[src/hw/tdg_cfg.svh]
// Timing and size constants for the torque disable gate
`ifndef TDG_CFG_SVH
`define TDG_CFG_SVH
`define TDG_CLK_HZ 100000000
`define TDG_PULSE_LIMIT_US 1000
`define TDG_RESPONSE_MAX_US 20000
// Least time: a low pulse up to the limit must be ignored, so filter strictly longer (round up)
`define TDG_PULSE_CYCLES ((`TDG_PULSE_LIMIT_US * (`TDG_CLK_HZ / 1000000)) + 1)
// Longest time: rounds down
`define TDG_RESPONSE_CYCLES (`TDG_RESPONSE_MAX_US * (`TDG_CLK_HZ / 1000000))
`define TDG_NUM_CHAN 2
`define TDG_NUM_SW 6
`endif

[src/hw/tdg_pkg.sv]
// Types shared by the torque disable gate modules
package tdg_pkg;
    typedef enum logic [1:0] {
        TDG_OFF = 2'b00,
        TDG_ON = 2'b01,
        TDG_DIP = 2'b10
    } tdg_state_e;
endpackage

[src/hw/tdg_filt_if.sv]
// Carrier between the gate top and its per-channel filter
`timescale 1ns/1ns
interface tdg_filt_if;
    logic raw;
    logic filtered;
    logic stuck;
    modport top (output raw, input filtered, input stuck);
    modport filt (input raw, output filtered, output stuck);
endinterface

[src/hw/tdg_filt.sv]
// Per-channel enable filter: ignores short low pulses, disables on sustained low
`timescale 1ns/1ns
`include "tdg_cfg.svh"
module tdg_filt
    import tdg_pkg::*;
#(
    parameter int PULSE_CYCLES = `TDG_PULSE_CYCLES,
    parameter int STUCK_CYCLES = 4 * `TDG_RESPONSE_CYCLES
) (
    input wire logic clk,
    input wire logic resetn,
    tdg_filt_if.filt port_if
);
    localparam int CW = $clog2(STUCK_CYCLES + 1);
    tdg_state_e state_ff, nxt_state;
    logic [CW-1:0] cnt_ff, nxt_cnt;
    logic [CW-1:0] hi_ff, nxt_hi;
    logic out_ff, nxt_out;

    ////////////////////////////////////////////////////////////////
    always_comb begin
        nxt_state = state_ff;
        nxt_cnt = cnt_ff;
        nxt_out = 1'b0;
        nxt_hi = hi_ff;
        case (state_ff)
            TDG_OFF: begin
                nxt_cnt = '0;
                if (port_if.raw) begin
                    nxt_state = TDG_ON;
                end
            end
            TDG_ON: begin
                nxt_out = 1'b1;
                nxt_cnt = '0;
                if (!port_if.raw) begin
                    nxt_state = TDG_DIP;
                end
            end
            TDG_DIP: begin
                // Hold enable through test pulses up to the limit
                nxt_out = 1'b1;
                if (port_if.raw) begin
                    nxt_state = TDG_ON;
                end else if (cnt_ff >= CW'(PULSE_CYCLES - 1)) begin
                    nxt_state = TDG_OFF;
                    nxt_out = 1'b0;
                end else begin
                    nxt_cnt = cnt_ff + 1'b1;
                end
            end
            default: begin
                // Unknown code fails safe
                nxt_state = TDG_OFF;
            end
        endcase
        // A high level that never shows a test pulse is treated as stuck
        if (!port_if.raw) begin
            nxt_hi = '0;
        end else if (hi_ff != CW'(STUCK_CYCLES)) begin
            nxt_hi = hi_ff + 1'b1;
        end
    end

    always_ff @(posedge clk or negedge resetn) begin
        if (!resetn) begin
            state_ff <= TDG_OFF;
            cnt_ff <= '0;
            hi_ff <= '0;
            out_ff <= 1'b0;
        end else begin
            state_ff <= nxt_state;
            cnt_ff <= nxt_cnt;
            hi_ff <= nxt_hi;
            out_ff <= nxt_out;
        end
    end

    assign port_if.filtered = out_ff;
    assign port_if.stuck = (hi_ff == CW'(STUCK_CYCLES));
endmodule

[src/hw/tdg_top.sv]
// Torque disable gate: filters enable channels and gates power-stage switching
`timescale 1ns/1ns
`include "tdg_cfg.svh"

module tdg_top
    import tdg_pkg::*;
#(
    parameter int NUM_CHAN = `TDG_NUM_CHAN,
    parameter int NUM_SW = `TDG_NUM_SW,
    parameter int PULSE_CYCLES = `TDG_PULSE_CYCLES,
    parameter int STUCK_CYCLES = 4 * `TDG_RESPONSE_CYCLES
) (
    input wire logic CLK,
    input wire logic RESETN,
    input wire logic [NUM_CHAN-1:0] EN_IN,
    input wire logic [NUM_SW-1:0] SW_CMD,
    input wire logic MON_TO_DOUT,
    output logic [NUM_SW-1:0] SW_OUT,
    output logic DRV_SUPPLY_ON,
    output logic TORQUE_REMOVAL,
    output logic ENABLE_MON,
    output logic DOUT
);
    import tdg_pkg::*;

    logic [NUM_CHAN-1:0] sync1_ff, nxt_sync1;
    logic [NUM_CHAN-1:0] sync2_ff, nxt_sync2;
    logic [NUM_CHAN-1:0] filt;
    logic [NUM_CHAN-1:0] stuck;
    logic eff_en;
    logic gate_ff, nxt_gate;
    logic [NUM_SW-1:0] sw_ff, nxt_sw;
    logic mon_ff, nxt_mon;
    logic dout_ff, nxt_dout;

    ////////////////////////////////////////////////////////////////
    // Two-stage synchronisers; the pin is used as-is, active high
    always_comb begin
        nxt_sync1 = EN_IN;
        nxt_sync2 = sync1_ff;
    end

    always_ff @(posedge CLK or negedge RESETN) begin
        if (!RESETN) begin
            sync1_ff <= '0;
            sync2_ff <= '0;
        end else begin
            sync1_ff <= nxt_sync1;
            sync2_ff <= nxt_sync2;
        end
    end

    ////////////////////////////////////////////////////////////////
    // One filter per channel
    genvar gi;
    generate
        for (gi = 0; gi < NUM_CHAN; gi++) begin : g_chan
            tdg_filt_if fif ();
            assign fif.raw = sync2_ff[gi];
            assign filt[gi] = fif.filtered;
            assign stuck[gi] = fif.stuck;
            tdg_filt #(
                .PULSE_CYCLES(PULSE_CYCLES),
                .STUCK_CYCLES(STUCK_CYCLES)
            ) u_filt (
                .clk(CLK),
                .resetn(RESETN),
                .port_if(fif)
            );
        end
    endgenerate

    // Any one channel low is enough; a stuck-high channel also blocks
    assign eff_en = (&filt) && !(|stuck);

    ////////////////////////////////////////////////////////////////
    // Gate every switching command; no software term enters here
    always_comb begin
        nxt_gate = eff_en;
        // Cleared in one cycle, no ramp and no braking pattern
        nxt_sw = eff_en ? SW_CMD : '0;
        nxt_mon = eff_en;
        // Optional feedback route; plain monitor, not a safety signal
        nxt_dout = MON_TO_DOUT & eff_en;
    end

    always_ff @(posedge CLK or negedge RESETN) begin
        if (!RESETN) begin
            gate_ff <= 1'b0;
            sw_ff <= '0;
            mon_ff <= 1'b0;
            dout_ff <= 1'b0;
        end else begin
            gate_ff <= nxt_gate;
            sw_ff <= nxt_sw;
            mon_ff <= nxt_mon;
            dout_ff <= nxt_dout;
        end
    end

    // Output stage also ANDed with the supply so a stale register cannot pass commands
    assign SW_OUT = sw_ff & {NUM_SW{gate_ff}};
    assign DRV_SUPPLY_ON = gate_ff;
    assign TORQUE_REMOVAL = !gate_ff;
    assign ENABLE_MON = mon_ff;
    assign DOUT = dout_ff;
endmodule

[config.mk]
export PLATFORM = sky130hd
export DESIGN_NAME = tdg_top
export DESIGN_NICKNAME = d
export VERILOG_FILES = /design/src/hw/tdg_pkg.sv /design/src/hw/tdg_filt_if.sv /design/src/hw/tdg_filt.sv /design/src/hw/tdg_top.sv
export VERILOG_INCLUDE_DIRS = /design/src /design/src/hw
export SDC_FILE = /design/constraint.sdc
export NUM_CORES = 1
export LEC_CHECK = 0
export BUFFER_PORTS_ARGS = -buffer_cell sky130_fd_sc_hd__buf_4
export CAP_MARGIN = 20
export CORE_AREA = 2 2 139 141
export DETAILED_ROUTE_END_ITERATION = 16
export DIE_AREA = 0 0 141 143
export PLACE_DENSITY = 0.61
export SETUP_SLACK_MARGIN = 0.3
export SYNTH_ARGS = -nofsm -noshare
export SYNTH_HDL_FRONTEND = slang
export SYNTH_SLANG_ARGS = --single-unit
[constraint.sdc]
create_clock -name CLK -period 2.1 [get_ports CLK]
set_clock_uncertainty 0.15 [all_clocks]
set_input_delay 0.42 -clock CLK [delete_from_list [all_inputs] [get_ports CLK]]
set_output_delay 0.42 -clock CLK [all_outputs]
set_load 0.01 [all_outputs]
Yosys cells after proc, flatten, opt, wreduce, memory -nomap -nowiden
Cells that the tools add are included.
{"block": "totals", "input_bits": 11, "out_inout_bits": 10, "mem_bits_rw": 0, "rom_bits": 0, "memories": 0, "reg_bits": 110, "latchBits": 0}
{"block": "op_classes", "n_mux": 27, "div_mod_pow": 0, "eq_ne": 20, "shift": 0, "mul": 0, "addsub": 4, "n_reduce_logical": 15, "n_bitwise": 2, "order_cmp": 2}
{"operator": "2-to-1 mux 23 bit", "count": 8}
{"operator": "adder 23 x 1 -> 23 bit (second input constant)", "count": 4}
{"operator": "one-hot mux 23 bit (2 select lines)", "count": 2}
{"operator": "== test 23 bit (second input constant)", "count": 2}
{"operator": "greater-or-equal comparator 23 x 17 -> 1 bit (second input constant)", "count": 2}
{"operator": "inequality test 23 bit (second input constant)", "count": 2}
{"operator": "2-to-1 mux 2 bit", "count": 8}
{"operator": "inequality test 2 bit (second input constant)", "count": 8}
{"operator": "one-hot mux 2 bit (3 select lines)", "count": 2}
{"operator": "AND reduction 3 bit", "count": 4}
{"operator": "bitwise AND 6 bit", "count": 1}
{"operator": "2-to-1 mux 6 bit", "count": 1}
{"operator": "inequality test 3 x 2 -> 1 bit (second input constant)", "count": 2}
{"operator": "OR reduction 2 bit", "count": 3}
{"operator": "== test 2 x 1 -> 1 bit (second input constant)", "count": 2}
{"operator": "== test 2 bit (second input constant)", "count": 2}
{"operator": "logical NOT 2 bit", "count": 2}
{"operator": "2-to-1 mux 1 bit", "count": 4}
{"operator": "inequality test 2 x 1 -> 1 bit (second input constant)", "count": 2}
{"operator": "one-hot mux 1 bit (2 select lines)", "count": 2}
{"operator": "nonzero test 2 bit", "count": 2}
{"operator": "logical NOT 1 bit", "count": 2}
{"operator": "AND reduction 2 bit", "count": 1}
{"operator": "bitwise AND 1 bit", "count": 1}
{"operator": "logical AND 1 bit", "count": 1}

Longest topological paths before layout
Gate-level depths: netlist of run 1.
{"block": "logic_depth", "depth_word": 5, "ltp_mapped": 7, "mapped_depth_nobuf": 6}

By module
Synthesis of run 1 repeated with hierarchy kept, for this count alone.
{"block": "unflattened", "hier_cells": 596, "area_unflattened_um2": 5826.8}
{"module": "tdg_filt at g_chan[1].u_filt", "area_each_um2": 2733.9, "cells_per_inst": 280, "n_inst": 1}
{"module": "tdg_filt at g_chan[0].u_filt", "area_each_um2": 2687.6, "cells_per_inst": 288, "n_inst": 1}
{"module": "tdg_top", "area_each_um2": 405.4, "cells_per_inst": 28, "n_inst": 1}

Least setup slack after synthesis of run 1
Ideal clock, no wire load.
{"block": "synth_path", "path_type": "register to register", "start": "register g_chan[1].u_filt.hi_ff[5]", "end": "register dout_ff (netlist: DOUT)", "arrival_ps": 1886, "stages_incl_launch_ff": 6, "setup_slack_ps": -67, "required_time_ps": 1818, "period_less_slack_ps": 2167, "path_cell_list": "dfrtp_1 buf_6 or4_4 or4_4 o211ai_4 nor3b_1"}
{"block": "synth_via", "elab_chain_cells": 5}
{"element": "start, declared", "line_no": "tdg_filt.sv:17", "source": "logic [CW-1:0] hi_ff, nxt_hi;"}
{"element": "start signal, assigned", "line_no": "tdg_filt.sv:74", "source": "hi_ff <= nxt_hi;"}
{"element": "== test 23 bit", "line_no": "tdg_filt.sv:80", "source": "assign port_if.stuck = (hi_ff == CW'(STUCK_CYCLES));"}
{"element": "OR reduction 2 bit", "line_no": "tdg_top.sv:74", "source": "assign eff_en = (&filt) && !(|stuck);"}
{"element": "logical NOT 1 bit", "line_no": "tdg_top.sv:74"}
{"element": "logical AND 1 bit", "line_no": "tdg_top.sv:74"}
{"element": "bitwise AND 1 bit", "line_no": "tdg_top.sv:84", "source": "nxt_dout = MON_TO_DOUT & eff_en;"}
{"element": "via nxt_dout", "line_no": "tdg_top.sv:34", "source": "logic dout_ff, nxt_dout;"}
{"element": "end signal, assigned", "line_no": "tdg_top.sv:97", "source": "dout_ff <= nxt_dout;"}
{"element": "end, declared", "line_no": "tdg_top.sv:34"}
The timed path passes the listed nets, and every way through them passes these cells.
A chain may end at the register's enable or synchronous reset.

Worst setup path in the final report of run 1
{"block": "layout_path", "start": "register g_chan[1].u_filt.hi_ff[5]", "end": "register sw_ff[2]"}
{"block": "layout_via", "elab_chain_cells": 5}
{"element": "== test 23 bit", "line_no": "tdg_filt.sv:80"}
{"element": "OR reduction 2 bit", "line_no": "tdg_top.sv:74"}
{"element": "logical NOT 1 bit", "line_no": "tdg_top.sv:74"}
{"element": "logical AND 1 bit", "line_no": "tdg_top.sv:74"}
{"element": "2-to-1 mux 6 bit", "line_no": "tdg_top.sv:81", "source": "nxt_sw = eff_en ? SW_CMD : '0;"}
{"element": "via nxt_sw[2]", "line_no": "tdg_top.sv:32", "source": "logic [NUM_SW-1:0] sw_ff, nxt_sw;"}
{"element": "end signal, assigned", "line_no": "tdg_top.sv:95", "source": "sw_ff <= nxt_sw;"}
{"element": "end, declared", "line_no": "tdg_top.sv:32"}
The timed path passes the listed nets, and every way through them passes these cells.

==> metrics, run 1 <==
RSZ-0062 raised after global routing yes; Yosys top cell by area dfrtp_1; initial antenna violation count 0; Die ar. just over 20000 sq um; M2 GR Usage 0.271; Die Ht about 140 um; Port Buffer Count 20; post-route worst setup slack -0.0487 ns; DRC violations left 0; post-synthesis cell area 6390 sq um; Initial Util 0.344; synth-to-layout area growth 43.4%; Worst-path clk slew around 0.070 ns; Post-synth EDFFs 0; IO Pins 21; DR vias/cell between 5 and 6; Synth Instances around 700; top cells by area, synth dfrtp_1 (43%), nand2_1 (3.8%), ha_1 (3.7%); largest net degree at the start of global routing just over 70; Seq cells post-synth between 100 and 150; CP startpoint kind register; actual slew at the worst max-slew pin 0.445 ns; endpoints failing hold 0; synth cell count leaders dfrtp_1 (110), nand2_1 (65), nor2_1 (46); WL final 17400 um; Final Setup Violations 9; Skew-Pair Late Insertion Delay ~0.36 ns; top-count cell post-synth dfrtp_1; Clock Power Share 0.312; Clock Path Buffers 2; maximum VDD drop around 350 uV; clk sinks 110; kind of critical path reg -> reg; cts bufs inserted 9; Layout Nets 867; Max Cap Viol 0; root buf cell clkbuf_16; crit end category register; DRT Pass-1 Iters 5; Hold Path Class in -> reg; die width ~140 um; status finished, violations left; DR vias 5991; drt first-iter violations a little over 400; ant diodes 0; CTS tree built; global-route wire length before repair around 29000 um; DRT antenna net count 0; critical path peak fanout 8; Net Sw Power ~1.6 mW; WP data arrival around 2.2 ns; synth warn 0; Seq pwr share 0.437; post-synthesis sequential area ratio 0.431; vias in the first global route around 5.7k; final worst-path cycle share 1.02; core area approximately 19000 sq um; Leakage Power between 3 and 4 nW; placed instance count about 1k; CP required approximately 2.2 ns; H-tree levels 3; gr usage total 0.174; fin. max-slew vios 0; syn_area_per_cell a little over 9 sq um; grt ovf 0; main flop type after synthesis dfrtp_1; Synth top area share 0.431; Slew HR 0.701; WL per Instance approximately 16 um; Yosys cell types 62; dpl hpwl 10600 um; GR Layer Usage met1 0.242; share of layout cells above drive strength 1 0.387; GR Util met3 0.0275; post-layout min period 2.15 ns; Rows 50; Util after Layout 0.493; Final Non-Filler Cells about 1.1k; failing checks negative setup slack; Sw Ratio 0.306; Post-synth ARST share 1.00; Peak Freq ~470 MHz; busiest grt layer met2; syn_nets 728; internal power 3.66 mW; Final GP Congestion between 0.8 and 0.9; Gate power share 0.251; P per Cell Area between 500 and 600 nW/um^2
## cell families after synthesis
family,Yosys count,synth area share
buffers and inverters,68,0.0425
AO/OA/AOI/OAI,129,0.141
multiplexers,9,0.0145
XOR/XNOR,20,0.0274
flip-flops,110,0.431
adder cells (fa/ha/maj),19,0.0372
AND/OR/NAND/NOR,343,0.306
## routing by layer
layer | share of wire | wire, um
met1 | 0.46 | 7940
met2 | 0.48 | 8350
met3 | 0.042 | 727
met4 | 0.020 | 349
met5 | 0 | 0
## registers in the layout (all words and copies together), names as in the netlist
signal / cells
DOUT: 1
DRV_SUPPLY_ON: 1
g_chan.u_filt.cnt_ff: 46
g_chan.u_filt.hi_ff: 46
g_chan.u_filt.port_if.filtered: 2
g_chan.u_filt.state_ff: 4
nxt_sync2: 2
sw_ff: 6
sync2_ff: 2
## power groups by stage
stage          clock [mW]  combinational (mW)  sequential [mW]
3_5_place_dp            0               0.950             2.33
2_1_floorplan           0               0.593             2.31
3_3_place_gp            0               0.941             2.33
6_report             1.64                1.32             2.30
5_1_grt              1.78                1.45             2.31
4_1_cts              1.70                1.17             2.30
## critical path: stages, from the launching register on
cell and delay, ns:
dfrtp_1 0.38, or4_4 0.54, or4_4 0.59, o211ai_4 0.27, nor3b_1 0.09
## stage by stage
step	cell area (sq um)	total power [mW]	TNS, ns	hold slack (ns)	worst slack (ns)
final	9160	5.27	-0.351	0.0163	-0.0487
after floorplan	6620	2.91	-0.363	-0.0256	-0.0423
after global placement	7520	3.27	-0.482	0.184	-0.0601
after detailed placement	7520	3.28	-0.771	0.185	-0.0963
after CTS	8540	5.16	-0.584	0.00281	-0.0803
after global routing	9160	5.55	-0.855	0.00777	-0.0924
## final cells by class
class	count	area [sq um]
Sequential cell	110	2760
Timing Repair Buffer	163	1450
Clock buffer	11	243
Inverter	32	120
Clock inverter	5	33.8
Fill cell	1657	9420
Multi-Input combinational cell	521	4250
Tap cell	234	293
## worst paths after layout
kind | startpoint | to | slack, ns | depth (start not counted)
setup / recovery | g_chan[1].u_filt.hi_ff[5]$_DFFE_PN0P_ | sw_ff[2]$_DFF_PN0_ | -0.05 | 4
max in group asynchronous | RESETN | g_chan[0].u_filt.cnt_ff[11]$_DFFE_PN0P_ | 0.97 | 3
setup reg to reg | g_chan[1].u_filt.hi_ff[5]$_DFFE_PN0P_ | sw_ff[2]$_DFF_PN0_ | -0.05 | 4
min in group asynchronous | RESETN | g_chan[1].u_filt.hi_ff[14]$_DFFE_PN0P_ | 0.43 | 3
hold / removal | EN_IN[1] | nxt_sync2[1]$_DFF_PN0_ | 0.02 | 1
hold reg to reg | nxt_sync2[1]$_DFF_PN0_ | sync2_ff[1]$_DFF_PN0_ | 0.20 | 0
## timing repair
| action | in CTS | in global routing |
|---|---|---|
| resized for setup | 109 | 91 |
| hold buffers | 2 | 0 |
| pin swaps | 56 | 49 |
| setup buffers | 24 | 28 |
| setup endpoints to repair | 74 | 77 |
| endpoints found under the hold margin | 111 | 0 |
| cloned | 3 | 1 |
## layout by cell type (no fill, tap or decap), types with 14 or more instances in the layout
cell	Yosys	final
a21oi_2	0	14
buf_6	1	30
and2_1	16	15
nand3_1	36	28
dfrtp_1	110	102
nor2_1	46	45
nor4_1	35	19
nand4_1	17	17
inv_1	32	29
nand2_1	65	60
o21ai_1	2	17
or4_4	2	17
buf_4	1	121
Power figures use the tool's default switching activity.
==> run 2, diff against run 1 <==
--- a/config.mk
+++ b/config.mk
@@ -11,6 +11,7 @@
 export CORE_AREA = 2 2 139 141
 export DETAILED_ROUTE_END_ITERATION = 16
 export DIE_AREA = 0 0 141 143
+export MAX_ROUTING_LAYER = met4
 export PLACE_DENSITY = 0.61
 export SETUP_SLACK_MARGIN = 0.3
 export SYNTH_ARGS = -nofsm -noshare
==> constraint.sdc (replaced) <==
create_clock -name CLK -period 2.1 [get_ports CLK]
set_clock_uncertainty 0.15 [all_clocks]
set_input_delay 0.42 -clock CLK [delete_from_list [all_inputs] [get_ports CLK]]
set_output_delay 0.42 -clock CLK [all_outputs]
set_load 0.02 [all_outputs]
==> run 2 against run 1 <==
The flow still finishes with violations (negative setup slack); die area stayed put; power barely moved; core utilization is the same; fmax is 0.13% lower; combinational power barely moved; first-iteration DRC count shrank 8.6%; register-to-register slack about the same; global-route usage increased by 0.53 points; worst setup slack got worse by 0.0027 ns; cell count unchanged; sequential share of layout area is the same; count of clock-buffer cells in the layout did not move; critical path type unchanged; critical endpoint unchanged; largest power group unchanged.
==> metrics, run 2 (synthesized netlist as in run 1, its figures left out) <==
Seq. cell area 2760 sq um (unchanged); ant diodes 0 (unchanged); DRC violations left 0 (unchanged); CP required 2.18 ns (about the same); Clock Path Buffers 2 (unchanged); CTS tree built (unchanged); Rows 50 (unchanged); Port Buffer Count 20 (unchanged); clk sinks 110 (unchanged); root buf cell clkbuf_16 (unchanged); CP startpoint kind register (unchanged); endpoints failing hold 0 (unchanged); maximum VDD drop 348 uV (was 349 uV); largest net degree at the start of global routing 72 (unchanged); RSZ-0062 raised after global routing yes (unchanged); hold_ws 0.0159 ns (was 0.0163 ns); critical path peak fanout 8 (unchanged); Hold Path Class in -> reg (unchanged); WP data arrival 2.23 ns (about the same); Max Cap Viol 0 (unchanged); most frequent cells in the layout buf_4 (121), dfrtp_1 (102), nand2_1 (60) (unchanged); core area 18600 sq um (unchanged); Final Setup Violations 9 (unchanged); final worst-path cycle share 1.02 (about the same); Initial Util 0.344 (unchanged); Skew-Pair Late Insertion Delay 0.36 ns (about the same); multi-input combinational cell area 4250 sq um (unchanged); Util after Layout 0.493 (unchanged); Final Power 5.27 mW (about the same); Peak Freq 465 MHz (about the same); fillers 1657 (unchanged); grt ovf 0 (unchanged); most common library cell in the layout ignoring fill and taps buf_4 (unchanged); kind of critical path reg -> reg (unchanged); P per Cell Area 576 nW/um^2 (was 575 nW/um^2); Die Ht 143 um (unchanged); Final GP Congestion 0.912 (was 0.897); DR vias/cell 5.58 (was 5.57); vias in the first global route 5646 (was 5650); die width 141 um (unchanged); DRT Pass-1 Iters 5 (unchanged); global-route wire length before repair 28700 um (was 28600 um); post-route cell area 9160 sq um (unchanged); IO Pins 21 (unchanged); cts bufs inserted 9 (unchanged); share of layout cells above drive strength 1 0.387 (unchanged); Slew HR 0.701 (about the same); Layout Nets 867 (unchanged); drt first-iter violations 374 (was 409); pre-CTS setup slack -0.0963 ns (unchanged); dpl hpwl 10600 um (unchanged); actual slew at the worst max-slew pin 0.442 ns (was 0.445 ns); placed instance count 1002 (unchanged); Post-DP Area 7520 sq um (unchanged); failing checks negative setup slack (unchanged); Leakage Power 3.63 nW (unchanged); gr usage total 0.179 (was 0.174); status finished, violations left (unchanged); WL per Instance 16.1 um (about the same); synth-to-layout area growth 43.4% (unchanged); crit end category register (unchanged); DR vias 6007 (was 5991); fin. max-slew vios 0 (unchanged); Die ar. 20200 sq um (unchanged); WL final 17400 um (about the same); initial antenna violation count 0 (unchanged); DRT antenna net count 0 (unchanged); post-layout min period 2.15 ns (about the same); biggest registers after layout g_chan.u_filt.cnt_ff x46, g_chan.u_filt.hi_ff x46, sw_ff x6 (unchanged); setup_tns -0.348 ns (was -0.351 ns); H-tree levels 3 (unchanged); Final Non-Filler Cells 1076 (unchanged); post-route worst setup slack -0.0514 ns (was -0.0487 ns); Worst-path clk slew 0.07 ns (about the same)
-- run 2: cell counts in the layout (fill, tap and decap cells not counted) --
Identical to the previous run, type by type.
-- run 2: worst max-delay path: stages (launching register included) --
cell and delay, ns:
dfrtp_1 0.38, or4_4 0.54, or4_4 0.59, o211ai_4 0.27
nor3b_1 0.10
-- run 2: timing repair --
item	CTS	global route
hold buffers	2	0
endpoints found under the hold margin	111	0
gates resized for setup	109	91
setup endpoints to repair	74	77
setup buffers	24	28
gates cloned	3	1
pin swaps	56	49
-- run 2: final timing paths --
kind	start	to	slack [ns]	cells past startpoint
setup / recovery	g_chan[1].u_filt.hi_ff[5]$_DFFE_PN0P_	sw_ff[2]$_DFF_PN0_	-0.05	4
hold / removal	EN_IN[1]	nxt_sync2[1]$_DFF_PN0_	0.02	1
setup reg to reg	g_chan[1].u_filt.hi_ff[5]$_DFFE_PN0P_	sw_ff[2]$_DFF_PN0_	-0.05	4
hold reg to reg	nxt_sync2[1]$_DFF_PN0_	sync2_ff[1]$_DFF_PN0_	0.20	0
max in group asynchronous	RESETN	g_chan[0].u_filt.cnt_ff[11]$_DFFE_PN0P_	0.97	3
min in group asynchronous	RESETN	g_chan[1].u_filt.hi_ff[19]$_DFFE_PN0P_	0.43	3
-- run 2: final cells by class --
cell class                      count  area share
Inverter                           32      0.0131
Sequential cell                   110       0.302
Clock buffer                       11      0.0265
Tap cell                          234      0.0320
Multi-Input combinational cell    521       0.464
Timing Repair Buffer              163       0.159
Clock inverter                      5     0.00369
-- run 2: metal layers --
metal / share of wire / wire length (um) / GRT usage
met1: 0.46 / 7960 / 0.242
met2: 0.48 / 8290 / 0.271
met3: 0.043 / 752 / 0.0275
met4: 0.021 / 359 / 0.0721
met5: 0 / 0 / -
-- run 2: where the power goes --
part	switching [mW]	internal (mW)
registers	0.101	2.20
logic	0.714	0.614
clock network	0.801	0.839
total	1.62	3.66
==> run 3, diff against run 2 <==
--- a/config.mk
+++ b/config.mk
@@ -13,6 +13,7 @@
 export DIE_AREA = 0 0 141 143
 export MAX_ROUTING_LAYER = met4
 export PLACE_DENSITY = 0.61
+export RECOVER_POWER = 50
 export SETUP_SLACK_MARGIN = 0.3
 export SYNTH_ARGS = -nofsm -noshare
 export SYNTH_HDL_FRONTEND = slang
==> run 3 against run 2 <==
The flow still finishes with violations (negative setup slack); cell count is the same; fmax grew 0.11%; critical path depth is the same; core utilization shrank 0.17 points; register-to-register slack is essentially flat; count of clock-buffer cells in the layout is the same; wire length grew 0.22%; combinational power is essentially flat; hold slack gained 0.020 ns; via count shrank 0.32%; die area is the same.
==> metrics, run 3 (synthesized netlist as in run 1, its figures left out) <==
Initial Util 0.344 (unchanged); share of layout cells above drive strength 1 0.386 (was 0.387); CP required 2.18 ns (about the same); fin. max-slew vios 0 (unchanged); kind of critical path reg -> reg (unchanged); reg-to-reg slack, setup -0.05 ns (about the same); gr usage total 0.179 (unchanged); vias in the first global route 5646 (unchanged); crit-path cells or4_4, or4_4, o211ai_4, nor3b_1 (unchanged); Hold Path Sink nxt_sync2[1]$_DFF_PN0_ (unchanged); die width 141 um (unchanged); Die ar. 20200 sq um (unchanged); endpoints failing hold 0 (unchanged); most common library cell in the layout ignoring fill and taps buf_4 (unchanged); root buf cell clkbuf_16 (unchanged); Hold Crit Depth 1 (unchanged); crit end category register (unchanged); Slew HR 0.336 (was 0.701); WL final 17400 um (about the same); Rows 50 (unchanged); global-route wire length before repair 28700 um (unchanged); WP data arrival 2.23 ns (about the same); clk sinks 110 (unchanged); Clock Path Buffers 2 (unchanged); multi-input combinational cell area 4250 sq um (unchanged); CP startpoint kind register (unchanged); status finished, violations left (unchanged); ant diodes 0 (unchanged); max incr delay on CP 0.59 ns (about the same); IO Pins 21 (unchanged); post-layout min period 2.15 ns (about the same); biggest registers after layout g_chan.u_filt.cnt_ff x46, g_chan.u_filt.hi_ff x46, sw_ff x6 (unchanged); critical path's slowest cell or4_4 (unchanged); Post-DP Area 7520 sq um (unchanged); drt first-iter violations 387 (was 374); DRT antenna net count 0 (unchanged); post-route worst setup slack -0.0490 ns (was -0.0514 ns); FF-to-FF Start g_chan[1].u_filt.hi_ff[5]$_DFFE_PN0P_ (unchanged); failing checks negative setup slack (unchanged); CTS tree built (unchanged); dpl hpwl 10600 um (unchanged); Port Buffer Count 20 (unchanged); Peak Freq 465 MHz (about the same); R2R cell count 4 (unchanged); Worst-path clk slew 0.07 ns (about the same); Leakage Power 3.62 nW (was 3.63 nW); final worst-path cycle share 1.02 (about the same); Die Ht 143 um (unchanged); Reg-to-Reg End sw_ff[2]$_DFF_PN0_ (unchanged); RSZ-0062 raised after global routing yes (unchanged); placed instance count 1002 (unchanged); Final Setup Violations 9 (unchanged); Skew-Pair Late Insertion Delay 0.36 ns (about the same); grt ovf 0 (unchanged); DR vias 5988 (was 6007); post-route cell area 9130 sq um (was 9160 sq um); critical path peak fanout 8 (unchanged); maximum VDD drop 352 uV (was 348 uV); DR vias/cell 5.57 (was 5.58); initial antenna violation count 0 (unchanged); WL per Instance 16.2 um (was 16.1 um); hold_ws 0.0357 ns (was 0.0159 ns); P per Cell Area 578 nW/um^2 (was 576 nW/um^2); DRT Pass-1 Iters 5 (unchanged); synth-to-layout area growth 42.9% (was 43.4%); fillers 1663 (was 1657); DRC violations left 0 (unchanged); Seq. cell area 2760 sq um (unchanged); hold_sp EN_IN[1] (unchanged); actual slew at the worst max-slew pin 0.996 ns (was 0.442 ns); Max Cap Viol 0 (unchanged); Layout Nets 867 (unchanged); H-tree levels 3 (unchanged); cts bufs inserted 9 (unchanged); Final GP Congestion 0.912 (unchanged); most used cell, CP or4_4 (unchanged); largest net degree at the start of global routing 72 (unchanged); most frequent cells in the layout buf_4 (118), dfrtp_1 (102), nand2_1 (60) (was buf_4 (121), dfrtp_1 (102), nand2_1 (60)); Final Non-Filler Cells 1076 (unchanged); Hold Path Class in -> reg (unchanged); core area 18600 sq um (unchanged)
-- run 3: critical path: cells and delay by family (launching register included) --
kind,cells,cell delay (ns)
AO/OA/AOI/OAI,1,0.27
flip-flops,1,0.38
AND/OR/NAND/NOR,3,1.22
-- run 3: worst max path at each step --
stage | to | cells past startpoint | from
CTS | sw_ff[2]$_DFF_PN0_ | 4 | g_chan[1].u_filt.hi_ff[5]$_DFFE_PN0P_
detailed placement | sw_ff[1]$_DFF_PN0_ | 4 | g_chan[1].u_filt.hi_ff[18]$_DFFE_PN0P_
global route | sw_ff[1]$_DFF_PN0_ | 4 | g_chan[1].u_filt.hi_ff[5]$_DFFE_PN0P_
finish | sw_ff[2]$_DFF_PN0_ | 4 | g_chan[1].u_filt.hi_ff[5]$_DFFE_PN0P_
floorplan | DOUT$_DFF_PN0_ | 5 | g_chan[1].u_filt.hi_ff[5]$_DFFE_PN0P_
global placement | DOUT$_DFF_PN0_ | 4 | g_chan[1].u_filt.hi_ff[18]$_DFFE_PN0P_
-- run 3: repair_timing --
action	CTS	global route
gates cloned	3	1
hold buffers	2	0
resized for setup	109	91
hold endpoints to repair	111	0
pin swaps	56	49
setup buffers	24	28
setup endpoints to repair	74	77
-- run 3: where the power goes --
group	switching (mW)	internal (mW)
Sequential	0.101	2.20
Combinational	0.713	0.607
Clock	0.811	0.839
-- run 3: area by class of cell --
class                           count  area share
Tap cell                          234      0.0321
Inverter                           32      0.0132
Timing Repair Buffer              163       0.156
Clock inverter                      5     0.00370
Multi-Input combinational cell    521       0.466
Sequential cell                   110       0.303
Clock buffer                       11      0.0266
-- run 3: through the flow --
stage          TNS (ns)  setup WS, ns  utilization  power (mW)
4_1_cts          -0.584       -0.0803        0.459        5.17
3_3_place_gp     -0.482       -0.0601        0.405        3.27
5_1_grt          -0.855       -0.0924        0.491        5.55
6_report         -0.354       -0.0490        0.491        5.27
3_5_place_dp     -0.771       -0.0963        0.405        3.28
2_1_floorplan    -0.363       -0.0423            -        2.91
-- run 3: routing by layer --
metal | vias to the layer above | GRT usage | share of wire
met1 | 2925 | 0.242 | 0.46
met5 | - | - | 0
li1 | 2887 | - | -
met3 | 32 | 0.0275 | 0.041
met2 | 144 | 0.271 | 0.48
met4 | 0 | 0.0721 | 0.021
